**config.mk**
```make
export PLATFORM = sky130hd
export DESIGN_NAME = nmar_top
export DESIGN_NICKNAME = d
export VERILOG_FILES = /design/src/logic/nmar_pkg.sv /design/src/logic/nmar_result_if.sv /design/src/logic/nmar_format.sv /design/src/logic/nmar_top.sv
export VERILOG_INCLUDE_DIRS = /design/src /design/src/logic
export SDC_FILE = /design/constraint.sdc
export NUM_CORES = 1
export LEC_CHECK = 0
export ABC_AREA = 1
export BUFFER_PORTS_ARGS = -buffer_cell sky130_fd_sc_hd__buf_2
export CAP_MARGIN = 10
export CORE_UTILIZATION = 45
export DETAILED_ROUTE_END_ITERATION = 7
export GPL_ROUTABILITY_DRIVEN = 1
export HOLD_SLACK_MARGIN = 0.12
export MAX_ROUTING_LAYER = met4
export RECOVER_POWER = 50
export SETUP_SLACK_MARGIN = 0.5
export SLEW_MARGIN = 20
export SYNTH_ARGS = -nofsm -noshare
export SYNTH_HDL_FRONTEND = slang
export SYNTH_SLANG_ARGS = --single-unit
```
**constraint.sdc**
```tcl
create_clock -name clk -period 1.7 [get_ports clk]
set_input_delay 0.085 -clock clk [delete_from_list [all_inputs] [get_ports clk]]
set_output_delay 0.085 -clock clk [all_outputs]
set_load 0.05 [all_outputs]
```
**src/logic/nmar_map.svh**
```systemverilog
// Purpose: offsets, field positions, reset values and codes for the native max address block
// Assumes: AXI4-Lite word registers, byte addresses below
// Notes: included by bare name
`ifndef NMAR_MAP_SVH
`define NMAR_MAP_SVH
`define NMAR_OFF_COMMAND      8'h00
`define NMAR_OFF_DEVHEAD      8'h04
`define NMAR_OFF_DEVCTL       8'h08
`define NMAR_OFF_SECTOR       8'h0C
`define NMAR_OFF_CYL_LOW      8'h10
`define NMAR_OFF_CYL_HIGH     8'h14
`define NMAR_OFF_ERROR        8'h18
`define NMAR_OFF_STATUS       8'h1C
`define NMAR_OFF_NATIVE_LO    8'h20
`define NMAR_OFF_NATIVE_HI    8'h24
`define NMAR_OFF_GEOMETRY     8'h28
`define NMAR_OFF_CTRL         8'h2C
`define NMAR_OFF_INT_STATUS   8'h30
`define NMAR_OFF_INT_MASK     8'h34
`define NMAR_CMD_NATIVE       8'hF8
`define NMAR_CMD_NATIVE_EXT   8'h27
`define NMAR_LBA28_CLAMP      28'hFFFFFFF
`define NMAR_DH_LBA_BIT       6
`define NMAR_DC_UPPER_BIT     7
`define NMAR_ERR_ABORT_BIT    2
`define NMAR_ST_BUSY_BIT      7
`define NMAR_ST_READY_BIT     6
`define NMAR_ST_SEEK_BIT      4
`define NMAR_ST_ERR_BIT       0
`define NMAR_DH_RESET         8'hA0
`define NMAR_NATIVE_RESET     48'h000000000000
`define NMAR_GEOM_RESET       32'h00000000
`define NMAR_EXEC_CYCLES      2
`endif

```
**src/logic/nmar_pkg.sv**
```systemverilog
// Purpose: shared types for the native max address block
// Assumes: nothing
// Notes: constants live in nmar_map.svh
package nmar_pkg;
   typedef enum logic [1:0] {NMAR_IDLE, NMAR_BUSY, NMAR_DONE} nmar_state_t;
   typedef enum logic [1:0] {NMAR_Q_NONE, NMAR_Q_28, NMAR_Q_48, NMAR_Q_BAD} nmar_query_t;
endpackage

```
**src/logic/nmar_result_if.sv**
```systemverilog
// Purpose: carries the computed result from the query formatter to the top
// Assumes: single clock
// Notes: formatter drives, top samples
`timescale 1ns/1ps
interface nmar_result_if;
   logic [7:0] sector;
   logic [7:0] cyl_low;
   logic [7:0] cyl_high;
   logic [3:0] head;
   logic [7:0] sector_hi;
   logic [7:0] cyl_low_hi;
   logic [7:0] cyl_high_hi;
   modport src (output sector, cyl_low, cyl_high, head, sector_hi, cyl_low_hi, cyl_high_hi);
   modport dst (input  sector, cyl_low, cyl_high, head, sector_hi, cyl_low_hi, cyl_high_hi);
endinterface

```
**src/logic/nmar_format.sv**
```systemverilog
// Purpose: maps native maximum address to task-file fields for both query forms
// Assumes: native values stable while a query completes
// Notes: purely combinational
`timescale 1ns/1ps
`include "nmar_map.svh"
module nmar_format (
   input  wire logic                 ext_form,
   input  wire logic                 lba_mode,
   input  wire logic [47:0]          native_lba,
   input  wire logic [7:0]           chs_sector,
   input  wire logic [15:0]          chs_cylinder,
   input  wire logic [3:0]           chs_head,
   nmar_result_if.src                res
);
   logic [27:0] lba28;

   // 28-bit form saturates when the native value needs upper bits
   assign lba28 = (|native_lba[47:28]) ? `NMAR_LBA28_CLAMP : native_lba[27:0];

   always_comb begin
      res.sector_hi   = native_lba[31:24];
      res.cyl_low_hi  = native_lba[39:32];
      res.cyl_high_hi = native_lba[47:40];
      if (ext_form) begin
         res.sector   = native_lba[7:0];
         res.cyl_low  = native_lba[15:8];
         res.cyl_high = native_lba[23:16];
         res.head     = 4'h0;
      end else if (lba_mode) begin
         res.sector   = lba28[7:0];
         res.cyl_low  = lba28[15:8];
         res.cyl_high = lba28[23:16];
         res.head     = lba28[27:24];
      end else begin
         res.sector   = chs_sector;
         res.cyl_low  = chs_cylinder[7:0];
         res.cyl_high = chs_cylinder[15:8];
         res.head     = chs_head;
      end
   end
endmodule // nmar_format

```
**src/logic/nmar_top.sv**
```systemverilog
// Purpose: command handling for the native maximum address queries, behind AXI4-Lite
// Assumes: single clock clk at 100 MHz, async active-low reset rstn
// Notes: native geometry is written through registers; any host-set maximum never touches it
// Function
// 28-bit query returns native maximum, ignoring any host-set maximum
// 28-bit result clamps to 268,435,455 when native exceeds 28 bits
// lba mode: sector number holds native bits 0-7
// lba mode: cylinder low bits 8-15, cylinder high bits 16-23
// lba mode: head field holds bits 24-27
// chs mode: return native sector, cylinder and head numbers
// extended query returns native 48-bit maximum, ignoring host-set maximum
// extended: sector reads bits 7:0, or 31:24 with upper select
// extended: cylinder low reads 15:8, or 39:32 with upper select
// extended: cylinder high reads 23:16, or 47:40 with upper select
// failed query sets abort and error bits only, busy clear
`timescale 1ns/1ps
`include "nmar_map.svh"
module nmar_top (
   input  wire logic        clk,
   input  wire logic        rstn,
   input  wire logic [7:0]  s_axi_awaddr,
   input  wire logic        s_axi_awvalid,
   output logic             s_axi_awready,
   input  wire logic [31:0] s_axi_wdata,
   input  wire logic [3:0]  s_axi_wstrb,
   input  wire logic        s_axi_wvalid,
   output logic             s_axi_wready,
   output logic [1:0]       s_axi_bresp,
   output logic             s_axi_bvalid,
   input  wire logic        s_axi_bready,
   input  wire logic [7:0]  s_axi_araddr,
   input  wire logic        s_axi_arvalid,
   output logic             s_axi_arready,
   output logic [31:0]      s_axi_rdata,
   output logic [1:0]       s_axi_rresp,
   output logic             s_axi_rvalid,
   input  wire logic        s_axi_rready,
   output logic             irq
);
   // write channel capture
   logic        aw_held;
   logic [7:0]  aw_addr;
   logic        w_held;
   logic [31:0] w_data;
   logic [3:0]  w_strb;
   logic        wr_fire;
   logic        rd_fire;
   logic [7:0]  rd_addr;

   // task-file and configuration state
   logic [7:0]  dev_head;
   logic        upper_half_select;
   logic [7:0]  tf_sector;
   logic [7:0]  tf_cyl_low;
   logic [7:0]  tf_cyl_high;
   logic [3:0]  tf_head;
   logic [7:0]  tf_sector_hi;
   logic [7:0]  tf_cyl_low_hi;
   logic [7:0]  tf_cyl_high_hi;
   logic        command_aborted_flag;
   logic        status_err;
   logic [47:0] native_lba;
   logic [31:0] geometry;
   logic        unit_disable;
   logic [1:0]  int_status;
   logic [1:0]  int_mask;

   nmar_pkg::nmar_state_t state;
   nmar_pkg::nmar_query_t query;
   logic [1:0]            exec_cnt;
   logic                  ext_latched;
   logic                  cmd_write;
   nmar_pkg::nmar_query_t next_query;

   nmar_result_if res ();

   nmar_format u_format (
      .ext_form     (ext_latched),
      .lba_mode     (dev_head[`NMAR_DH_LBA_BIT]),
      .native_lba   (native_lba),
      .chs_sector   (geometry[7:0]),
      .chs_cylinder (geometry[23:8]),
      .chs_head     (geometry[27:24]),
      .res          (res)
   );

   // AXI write: address and data accepted independently, response after both
   assign s_axi_awready = !aw_held && !s_axi_bvalid;
   assign s_axi_wready  = !w_held && !s_axi_bvalid;
   assign wr_fire       = aw_held && w_held && !s_axi_bvalid;
   assign s_axi_bresp   = 2'h0;

   always_ff @(posedge clk or negedge rstn) begin
      if (!rstn) begin
         aw_held <= 1'b0;
         aw_addr <= 8'h00;
      end else if (s_axi_awvalid && s_axi_awready) begin
         aw_held <= 1'b1;
         aw_addr <= s_axi_awaddr;
      end else if (wr_fire) begin
         aw_held <= 1'b0;
      end
   end

   always_ff @(posedge clk or negedge rstn) begin
      if (!rstn) begin
         w_held <= 1'b0;
         w_data <= 32'h00000000;
         w_strb <= 4'h0;
      end else if (s_axi_wvalid && s_axi_wready) begin
         w_held <= 1'b1;
         w_data <= s_axi_wdata;
         w_strb <= s_axi_wstrb;
      end else if (wr_fire) begin
         w_held <= 1'b0;
      end
   end

   always_ff @(posedge clk or negedge rstn) begin
      if (!rstn) begin
         s_axi_bvalid <= 1'b0;
      end else if (wr_fire) begin
         s_axi_bvalid <= 1'b1;
      end else if (s_axi_bready) begin
         s_axi_bvalid <= 1'b0;
      end
   end

   // software configuration registers; only low byte lane is meaningful for task-file bytes
   always_ff @(posedge clk or negedge rstn) begin
      if (!rstn) begin
         dev_head          <= `NMAR_DH_RESET;
         upper_half_select <= 1'b0;
         native_lba        <= `NMAR_NATIVE_RESET;
         geometry          <= `NMAR_GEOM_RESET;
         unit_disable      <= 1'b0;
         int_mask          <= 2'h0;
      end else if (wr_fire) begin
         if (aw_addr == `NMAR_OFF_DEVHEAD && w_strb[0]) begin
            dev_head <= w_data[7:0];
         end else if (aw_addr == `NMAR_OFF_DEVCTL && w_strb[0]) begin
            upper_half_select <= w_data[`NMAR_DC_UPPER_BIT];
         end else if (aw_addr == `NMAR_OFF_NATIVE_LO && (&w_strb)) begin
            native_lba[31:0] <= w_data;
         end else if (aw_addr == `NMAR_OFF_NATIVE_HI && (&w_strb[1:0])) begin
            native_lba[47:32] <= w_data[15:0];
         end else if (aw_addr == `NMAR_OFF_GEOMETRY && (&w_strb)) begin
            geometry <= w_data;
         end else if (aw_addr == `NMAR_OFF_CTRL && w_strb[0]) begin
            unit_disable <= w_data[0];
         end else if (aw_addr == `NMAR_OFF_INT_MASK && w_strb[0]) begin
            int_mask <= w_data[1:0];
         end
      end
   end

   // command decode
   assign cmd_write = wr_fire && aw_addr == `NMAR_OFF_COMMAND && w_strb[0]
                      && state == nmar_pkg::NMAR_IDLE;

   always_comb begin
      next_query = nmar_pkg::NMAR_Q_NONE;
      if (w_data[7:0] == `NMAR_CMD_NATIVE) begin
         next_query = nmar_pkg::NMAR_Q_28;
      end else if (w_data[7:0] == `NMAR_CMD_NATIVE_EXT) begin
         next_query = nmar_pkg::NMAR_Q_48;
      end
      // disabled unit cannot execute either query
      if (unit_disable && next_query != nmar_pkg::NMAR_Q_NONE) begin
         next_query = nmar_pkg::NMAR_Q_BAD;
      end
   end

   // busy lasts a fixed number of cycles, then the result is latched
   always_ff @(posedge clk or negedge rstn) begin
      if (!rstn) begin
         state       <= nmar_pkg::NMAR_IDLE;
         query       <= nmar_pkg::NMAR_Q_NONE;
         exec_cnt    <= 2'h0;
         ext_latched <= 1'b0;
      end else begin
         case (state)
            nmar_pkg::NMAR_IDLE: begin
               if (cmd_write && next_query != nmar_pkg::NMAR_Q_NONE) begin
                  state       <= nmar_pkg::NMAR_BUSY;
                  query       <= next_query;
                  ext_latched <= (next_query == nmar_pkg::NMAR_Q_48);
                  exec_cnt    <= 2'(`NMAR_EXEC_CYCLES - 1);
               end
            end
            nmar_pkg::NMAR_BUSY: begin
               if (exec_cnt == 2'h0) begin
                  state <= nmar_pkg::NMAR_DONE;
               end else begin
                  exec_cnt <= exec_cnt - 2'h1;
               end
            end
            default: begin
               state <= nmar_pkg::NMAR_IDLE;
            end
         endcase
      end
   end

   // result registers; native source is independent of any host maximum
   always_ff @(posedge clk or negedge rstn) begin
      if (!rstn) begin
         tf_sector      <= 8'h00;
         tf_cyl_low     <= 8'h00;
         tf_cyl_high    <= 8'h00;
         tf_head        <= 4'h0;
         tf_sector_hi   <= 8'h00;
         tf_cyl_low_hi  <= 8'h00;
         tf_cyl_high_hi <= 8'h00;
      end else if (state == nmar_pkg::NMAR_DONE && query != nmar_pkg::NMAR_Q_BAD) begin
         tf_sector      <= res.sector;
         tf_cyl_low     <= res.cyl_low;
         tf_cyl_high    <= res.cyl_high;
         tf_head        <= res.head;
         tf_sector_hi   <= res.sector_hi;
         tf_cyl_low_hi  <= res.cyl_low_hi;
         tf_cyl_high_hi <= res.cyl_high_hi;
      end
   end

   // error state: each new command clears, a failed one sets abort plus error
   always_ff @(posedge clk or negedge rstn) begin
      if (!rstn) begin
         command_aborted_flag <= 1'b0;
         status_err           <= 1'b0;
      end else if (state == nmar_pkg::NMAR_DONE) begin
         command_aborted_flag <= (query == nmar_pkg::NMAR_Q_BAD);
         status_err           <= (query == nmar_pkg::NMAR_Q_BAD);
      end else if (cmd_write) begin
         command_aborted_flag <= 1'b0;
         status_err           <= 1'b0;
      end
   end

   // read channel: one outstanding read, answered one cycle after acceptance
   assign s_axi_arready = !s_axi_rvalid;
   assign rd_fire       = s_axi_arvalid && s_axi_arready;
   assign rd_addr       = s_axi_araddr;
   assign s_axi_rresp   = 2'h0;

   logic [31:0] rd_value;
   logic        rd_hit;
   logic        rd_is_status;

   always_comb begin
      rd_value     = 32'h00000000;
      rd_hit       = 1'b1;
      rd_is_status = 1'b0;
      if (rd_addr == `NMAR_OFF_DEVHEAD) begin
         rd_value = {24'h000000, dev_head[7:4], tf_head};
      end else if (rd_addr == `NMAR_OFF_DEVCTL) begin
         rd_value = {24'h000000, upper_half_select, 7'h00};
      end else if (rd_addr == `NMAR_OFF_SECTOR) begin
         rd_value = {24'h000000, upper_half_select ? tf_sector_hi : tf_sector};
      end else if (rd_addr == `NMAR_OFF_CYL_LOW) begin
         rd_value = {24'h000000, upper_half_select ? tf_cyl_low_hi : tf_cyl_low};
      end else if (rd_addr == `NMAR_OFF_CYL_HIGH) begin
         rd_value = {24'h000000, upper_half_select ? tf_cyl_high_hi : tf_cyl_high};
      end else if (rd_addr == `NMAR_OFF_ERROR) begin
         rd_value = {29'h00000000, command_aborted_flag, 2'h0};
      end else if (rd_addr == `NMAR_OFF_STATUS) begin
         // busy set until back in idle, including the done cycle; ready and seek complete set when idle
         rd_value[`NMAR_ST_BUSY_BIT]  = (state != nmar_pkg::NMAR_IDLE);
         rd_value[`NMAR_ST_READY_BIT] = (state == nmar_pkg::NMAR_IDLE);
         rd_value[`NMAR_ST_SEEK_BIT]  = (state == nmar_pkg::NMAR_IDLE);
         rd_value[`NMAR_ST_ERR_BIT]   = status_err;
      end else if (rd_addr == `NMAR_OFF_NATIVE_LO) begin
         rd_value = native_lba[31:0];
      end else if (rd_addr == `NMAR_OFF_NATIVE_HI) begin
         rd_value = {16'h0000, native_lba[47:32]};
      end else if (rd_addr == `NMAR_OFF_GEOMETRY) begin
         rd_value = geometry;
      end else if (rd_addr == `NMAR_OFF_CTRL) begin
         rd_value = {31'h00000000, unit_disable};
      end else if (rd_addr == `NMAR_OFF_INT_STATUS) begin
         rd_value = {30'h00000000, int_status};
         rd_is_status = 1'b1;
      end else if (rd_addr == `NMAR_OFF_INT_MASK) begin
         rd_value = {30'h00000000, int_mask};
      end else if (rd_addr == `NMAR_OFF_COMMAND) begin
         rd_value = 32'h00000000;
      end else begin
         rd_hit = 1'b0;
      end
   end

   always_ff @(posedge clk or negedge rstn) begin
      if (!rstn) begin
         s_axi_rvalid <= 1'b0;
         s_axi_rdata  <= 32'h00000000;
      end else if (rd_fire) begin
         s_axi_rvalid <= 1'b1;
         s_axi_rdata  <= rd_value;
      end else if (s_axi_rready) begin
         s_axi_rvalid <= 1'b0;
      end
   end

   // interrupt status: bit0 query done, bit1 query aborted; read clears, set wins
   logic [1:0] int_set;
   assign int_set = (state == nmar_pkg::NMAR_DONE)
                    ? {query == nmar_pkg::NMAR_Q_BAD, 1'b1} : 2'h0;

   always_ff @(posedge clk or negedge rstn) begin
      if (!rstn) begin
         int_status <= 2'h0;
      end else if (rd_fire && rd_is_status && rd_hit) begin
         int_status <= int_set;
      end else begin
         int_status <= int_status | int_set;
      end
   end

   assign irq = |(int_status & int_mask);
endmodule // nmar_top

```
Word level (Yosys, flattened, before mapping)
Cells that the tools add are included.
{"block": "word_totals", "ff_bits": 234, "inputBits": 59, "out_inout_bits": 42}
{"block": "op_classes", "add_sub_neg": 1, "n_eq_ne": 30, "muxes": 75, "bitwise_logic": 8, "reduce_logical": 53}
{"operator": "$mux W32", "count": 9}
{"operator": "$eq A8 B6 Y1 const B", "count": 12}
{"operator": "$mux W8", "count": 9}
{"operator": "$mux W1", "count": 38}
{"operator": "$eq A8 B5 Y1 const B", "count": 4}
{"operator": "$mux W28", "count": 1}
{"operator": "$eq A8 B4 Y1 const B", "count": 3}
{"operator": "$mux W2", "count": 12}
{"operator": "$mux W24", "count": 1}
{"operator": "$logic_and A1 B1 Y1", "count": 22}
{"operator": "$reduce_or A20 Y1", "count": 1}
{"operator": "$reduce_bool A2 Y1", "count": 9}
{"operator": "$eq A8 B3 Y1 const B", "count": 2}
{"operator": "$logic_not A8 Y1", "count": 2}
{"operator": "$eq A8 B8 Y1 const B", "count": 1}
{"operator": "$mux W4", "count": 2}
{"operator": "$ne A2 B2 Y1 const B", "count": 4}
{"operator": "$pmux W2 S2", "count": 2}
{"operator": "$reduce_and A2 Y1", "count": 4}
{"operator": "$reduce_and A4 Y1", "count": 2}
{"operator": "$reduce_and A8 Y1", "count": 1}
{"operator": "$reduce_and A7 Y1", "count": 1}
{"operator": "$eq A2 B2 Y1 const B", "count": 3}
{"operator": "$not A1 Y1", "count": 6}
{"operator": "other kinds (11)", "count": 16}

Longest topological paths before layout
{"block": "logic_depth", "ltp_word": 17, "depth_mapped": 12, "depth_no_buf": 12}

Hierarchy
From an unflattened synthesis, not the netlist that was laid out.
{"block": "unflattened", "cells_unflattened": 1183, "area_unflattened_um2": 10949.3}
{"mod": "nmar_top", "n_inst": 1, "cells_each": 1047, "area_each_um2": 10133.5, "seq_area_each_um2": 5758.0}
{"mod": "nmar_format", "n_inst": 1, "cells_each": 136, "area_each_um2": 815.8, "seq_area_each_um2": 0.0}

Least setup slack after synthesis
No wires, ideal clock.
{"block": "synth_timing", "path_kind": "reg2reg", "startpoint": "reg s_axi_bvalid", "endpoint": "reg w_data[11]", "setup_ns": 0.077, "t_arrival_ns": 2.228, "path_slack_ns": -0.606, "stages_incl_launch_ff": 6, "n_path_buf": 2, "period_less_slack_ns": 2.306, "cell_sequence": "dfrtp_1 -> nor2_1 -> nand2_1 -> clkbuf_1 -> buf_2 -> a21oi_1"}
{"block": "synth_via", "elab_chain_len": 3}
{"element": "start: declaration", "line_no": "nmar_top.sv:29", "text": "output logic s_axi_bvalid,"}
{"element": "start signal: assignment", "line_no": "nmar_top.sv:121", "text": "s_axi_bvalid <= 1'b0;"}
{"element": "start signal: assignment", "line_no": "nmar_top.sv:123", "text": "s_axi_bvalid <= 1'b1;"}
{"element": "start signal: assignment", "line_no": "nmar_top.sv:125", "text": "s_axi_bvalid <= 1'b0;"}
{"element": "$logic_not A1 Y1", "line_no": "nmar_top.sv:89", "text": "assign s_axi_wready = !w_held && !s_axi_bvalid;"}
{"element": "$logic_and A1 B1 Y1", "line_no": "nmar_top.sv:89"}
{"element": "net s_axi_wready", "line_no": "nmar_top.sv:27", "text": "output logic s_axi_wready,"}
{"element": "$logic_and A1 B1 Y1", "line_no": "nmar_top.sv:110", "text": "end else if (s_axi_wvalid && s_axi_wready) begin"}
{"element": "end signal: assignment", "line_no": "nmar_top.sv:112", "text": "w_data <= s_axi_wdata;"}
{"element": "end: declaration", "line_no": "nmar_top.sv:44", "text": "logic [31:0] w_data;"}
The timed path passes the listed nets, and every way through them passes these cells.
A chain may end at the register's enable or synchronous reset.

Worst setup path in the final report
{"block": "layout_timing", "startpoint": "reg native_lba[32]", "endpoint": "reg tf_cyl_low[7]"}
{"block": "layout_via", "elab_chain_len": 4}
{"element": "start: declaration", "line_no": "nmar_top.sv:62", "text": "logic [47:0] native_lba;"}
{"element": "start signal: assignment", "line_no": "nmar_top.sv:134", "text": "native_lba <= `NMAR_NATIVE_RESET;"}
{"element": "start signal: assignment", "line_no": "nmar_top.sv:146", "text": "native_lba[47:32] <= w_data[15:0];"}
{"element": "$reduce_or A20 Y1", "line_no": "nmar_format.sv:18", "text": "assign lba28 = (|native_lba[47:28]) ? `NMAR_LBA28_CLAMP : native_lba[27:0];"}
{"element": "$mux W28", "line_no": "nmar_format.sv:18"}
{"element": "$mux W8", "line_no": "nmar_format.sv:29", "text": "end else if (lba_mode) begin"}
{"element": "$mux W8", "line_no": "nmar_format.sv:24", "text": "if (ext_form) begin"}
{"element": "end signal: assignment", "line_no": "nmar_top.sv:217", "text": "tf_cyl_low <= res.cyl_low;"}
{"element": "end: declaration", "line_no": "nmar_top.sv:54", "text": "logic [7:0] tf_cyl_low;"}
Every way passes these cells.

==> results.sh <==
export IMPL_cap_violations=0
export IMPL_ys_flop_type="dfrtp_1"
export IMPL_crit_family="simple AND/OR/NAND/NOR gates"
export IMPL_dpl_instance_area_mm2=0.0120
export IMPL_fin_nets=1548
export IMPL_violations="negative setup slack"
export IMPL_overflow=0
export IMPL_cts_buffers=25
export IMPL_min_path_type="in -> async"
export IMPL_cellLeakagePower_nw=7.33
export IMPL_cp_start_kind="flip-flop"
export IMPL_path_common_cell="o21ai_1"
export IMPL_synth_edff_count=0
export IMPL_postLayoutCoreUtil_pct=70.1
export IMPL_cp_arrival_ns=2.11
export IMPL_yosysMostFrequentCell="nand2_1"
export IMPL_via_per_inst=5.49
export IMPL_outcome="finished, violations left"
export IMPL_antenna_cells=0
export IMPL_syn_area_mm2=0.0105
export IMPL_ys_top_cells_by_count="nand2_1, dfrtp_1, inv_1"
export IMPL_yosysTopAreaCell="dfrtp_1"
export IMPL_n_fill_cell=1742
export IMPL_cp_max_fo=7
export IMPL_synth_seq_cells=230
export IMPL_report_final_slew_viol_count=0
export IMPL_gp_congestion=0.886
export IMPL_synth_top_area_share_pct=54.3
export IMPL_path_class="reg -> reg"
export IMPL_die_w_um=155
export IMPL_rsz0062_at_grt="yes"
export IMPL_cp_num_buf_inv=2
export IMPL_slowest_stage="dfrtp_1"
export IMPL_ys_seq_area_share_pct=54.8
export IMPL_fin_hold_ws_ns=0.0525
export IMPL_drive_above_1_share_pct=40.0
export IMPL_setup_ws_ns=-0.00427
export IMPL_end_kind="flip-flop"
export IMPL_fmax_mhz=587
export IMPL_htree_levels=1
export IMPL_rows=55
export IMPL_setup_viol=1
export IMPL_drt_iter0_markers=701
export IMPL_grt_pass1_vias=9330
export IMPL_via_count=9988
export IMPL_layout_min_cycle_time_ns=1.70
export IMPL_design_area_mm2=0.0160
export IMPL_worstPathRequired_ns=2.11
export IMPL_path_clk_slew_ns=0.06
export IMPL_critical_path_depth=9
export IMPL_synth_area_leaders="dfrtp_1, nand2_1, inv_1"
export IMPL_grt_max_degree=65
export IMPL_syn_inst=1210
export IMPL_powerDensity_mw_per_mm2=1060
export IMPL_clk_path_buf_depth=3
export IMPL_clk_root_buffer_cell="clkbuf_16"
export IMPL_grt_pass1_wl_um=51900
export IMPL_max_slew_margin_pct=29.9
export IMPL_critPathMaxStageDelay_ns=0.39
export IMPL_start_util_pct=46.1
export IMPL_portBuffers=96
export IMPL_antenna_found_initial=0
export IMPL_fin_skew_ns=0.0129
export IMPL_worst_pin_slew_ns=1.05
export IMPL_crit_chain="nor2_2 -> nand3_2 -> nor3_2 -> nand4_1 -> nand2_1 -> inv_4 -> buf_12 -> o21ai_1 -> o21ai_1"
export IMPL_post_dp_hpwl_um=20100
export IMPL_ff2ff_setup_slack_ns=-0.004
export IMPL_avgSynthCellArea_um2=8.68
export IMPL_ys_async_sr_fraction_pct=100
export IMPL_ios=101
export IMPL_synth_cell_type_count=47
export IMPL_drc=0
export IMPL_dieHeight_um=155
export IMPL_r2r_cells=9
export IMPL_yosys_warnings=0
export IMPL_wl_um=36500
export IMPL_clock_latency_ns=0.53
export IMPL_tritoncts="done"
export IMPL_irDropWorstVdd_mv=1.28
export IMPL_finalHoldViolations=0
export IMPL_dieArea_mm2=0.0240
export IMPL_post_route_period_util_pct=100
export IMPL_synthToLayoutAreaGrowth_pct=51.9
export IMPL_ant_nets=0
export IMPL_cts_sinks=230
export IMPL_coreArea_mm2=0.0228
export IMPL_wl_per_cell_um=20.0
export IMPL_groute_usage_overall_pct=29.2
export IMPL_drt_pass1_iter_count=5
export IMPL_dp_slack_ns=0.0352
==> cells by family (layout without fill, tap and decap cells) <==
| family | after synthesis | count (layout) | synth area share (%) |
|---|---|---|---|
| muxes | 9 | 9 | 0.953 |
| buffers and inverters | 203 | 492 | 8.30 |
| and+or+nand+nor | 434 | 438 | 18.3 |
| other | 1 | 4 | 0.0357 |
| DFF | 230 | 230 | 54.8 |
| adders and majority gates | 1 | 1 | 0.119 |
| AOI/OAI and AO/OA | 332 | 332 | 17.5 |
==> final cells by class <==
type	count	area, µm²	area share [%]
Clock buffer	40	742	4.65
Clock inverter	5	53.8	0.337
Inverter	143	569	3.57
Multi-Input combinational cell	784	5170	32.4
Sequential cell	230	5760	36.1
Tap cell	313	392	2.45
Timing Repair Buffer	304	3260	20.4
==> power by group <==
group	total (W)	internal [W]	switching (W)
sequential	0.00661	0.00615	0.000458
combinational	0.00496	0.00194	0.00302
clock	0.00536	0.00313	0.00223
total	0.0169	0.0112	0.00570
==> cells in the final DEF (no fill, tap or decap), types with 7 or more instances in the layout <==
master	instances
a21oi_1	64
a21oi_2	33
buf_12	16
buf_16	17
buf_2	57
buf_4	80
buf_6	59
clkbuf_1	10
clkbuf_16	36
dfrtp_1	223
dlygate4sd3_1	53
inv_1	126
inv_2	10
nand2_1	210
nand2_2	45
nand2_4	40
nand3_1	18
nand3_2	7
nand4_1	8
nor2_1	27
nor2_2	11
nor2_4	43
o211ai_1	14
o21ai_0	27
o21ai_1	101
o21ai_2	67
o22ai_1	8
==> final timing paths <==
| path | to | from |
|---|---|---|
| min in group clk | s_axi_rdata[2] | s_axi_araddr[4] |
| worst min register to register | dev_head[7] | dev_head[7] |
| max in group asynchronous | int_mask[1] | rstn |
| worst max register to register | tf_cyl_low[7] | native_lba[32] |
| worst min-delay path | native_lba[4] | rstn |
| worst max-delay path | tf_cyl_low[7] | native_lba[32] |
==> metrics by stage <==
step | cells | power (W) | TNS, ns
2_1_floorplan | 1213 | 0.00881 | 0
3_3_place_gp | 1639 | 0.00981 | 0
3_5_place_dp | 1639 | 0.00987 | 0
4_1_cts | 1781 | 0.0162 | 0
5_1_grt | 1819 | 0.0176 | -0.987
6_report | 1819 | 0.0169 | -0.00427
==> timing repair <==
item	4_1_cts	5_1_grt
resized for setup	239	195
endpoints found under the hold margin	297	7
buffers inserted	27	20
pin swaps	48	46
endpoints found under the setup margin	246	246
hold buffers	53	1
cloned	17	17
==> layer usage <==
metal | global-route usage, % | share of wire, % | up-vias
met5 | - | 0 | -
met4 | 9.90 | 3.4 | 0
met3 | 4.29 | 7.4 | 92
met2 | 44.9 | 47 | 430
met1 | 39.7 | 42 | 4922
li1 | - | - | 4544
==> registers in the layout, summed over array words and instances, names as in the netlist, 2 cells and up <==
signal          count
w_data             32
tf_cyl_low_hi       8
native_lba         48
w_strb              4
state               2
exec_cnt            2
aw_addr             8
tf_cyl_low          8
geometry           32
int_status          2
dev_head            4
int_mask            2
tf_cyl_high_hi      8
tf_sector_hi        8
tf_sector           8
tf_head             4
tf_cyl_high         8
query               2
s_axi_rdata        32
No activity file was read; power rests on OpenSTA's default activity.
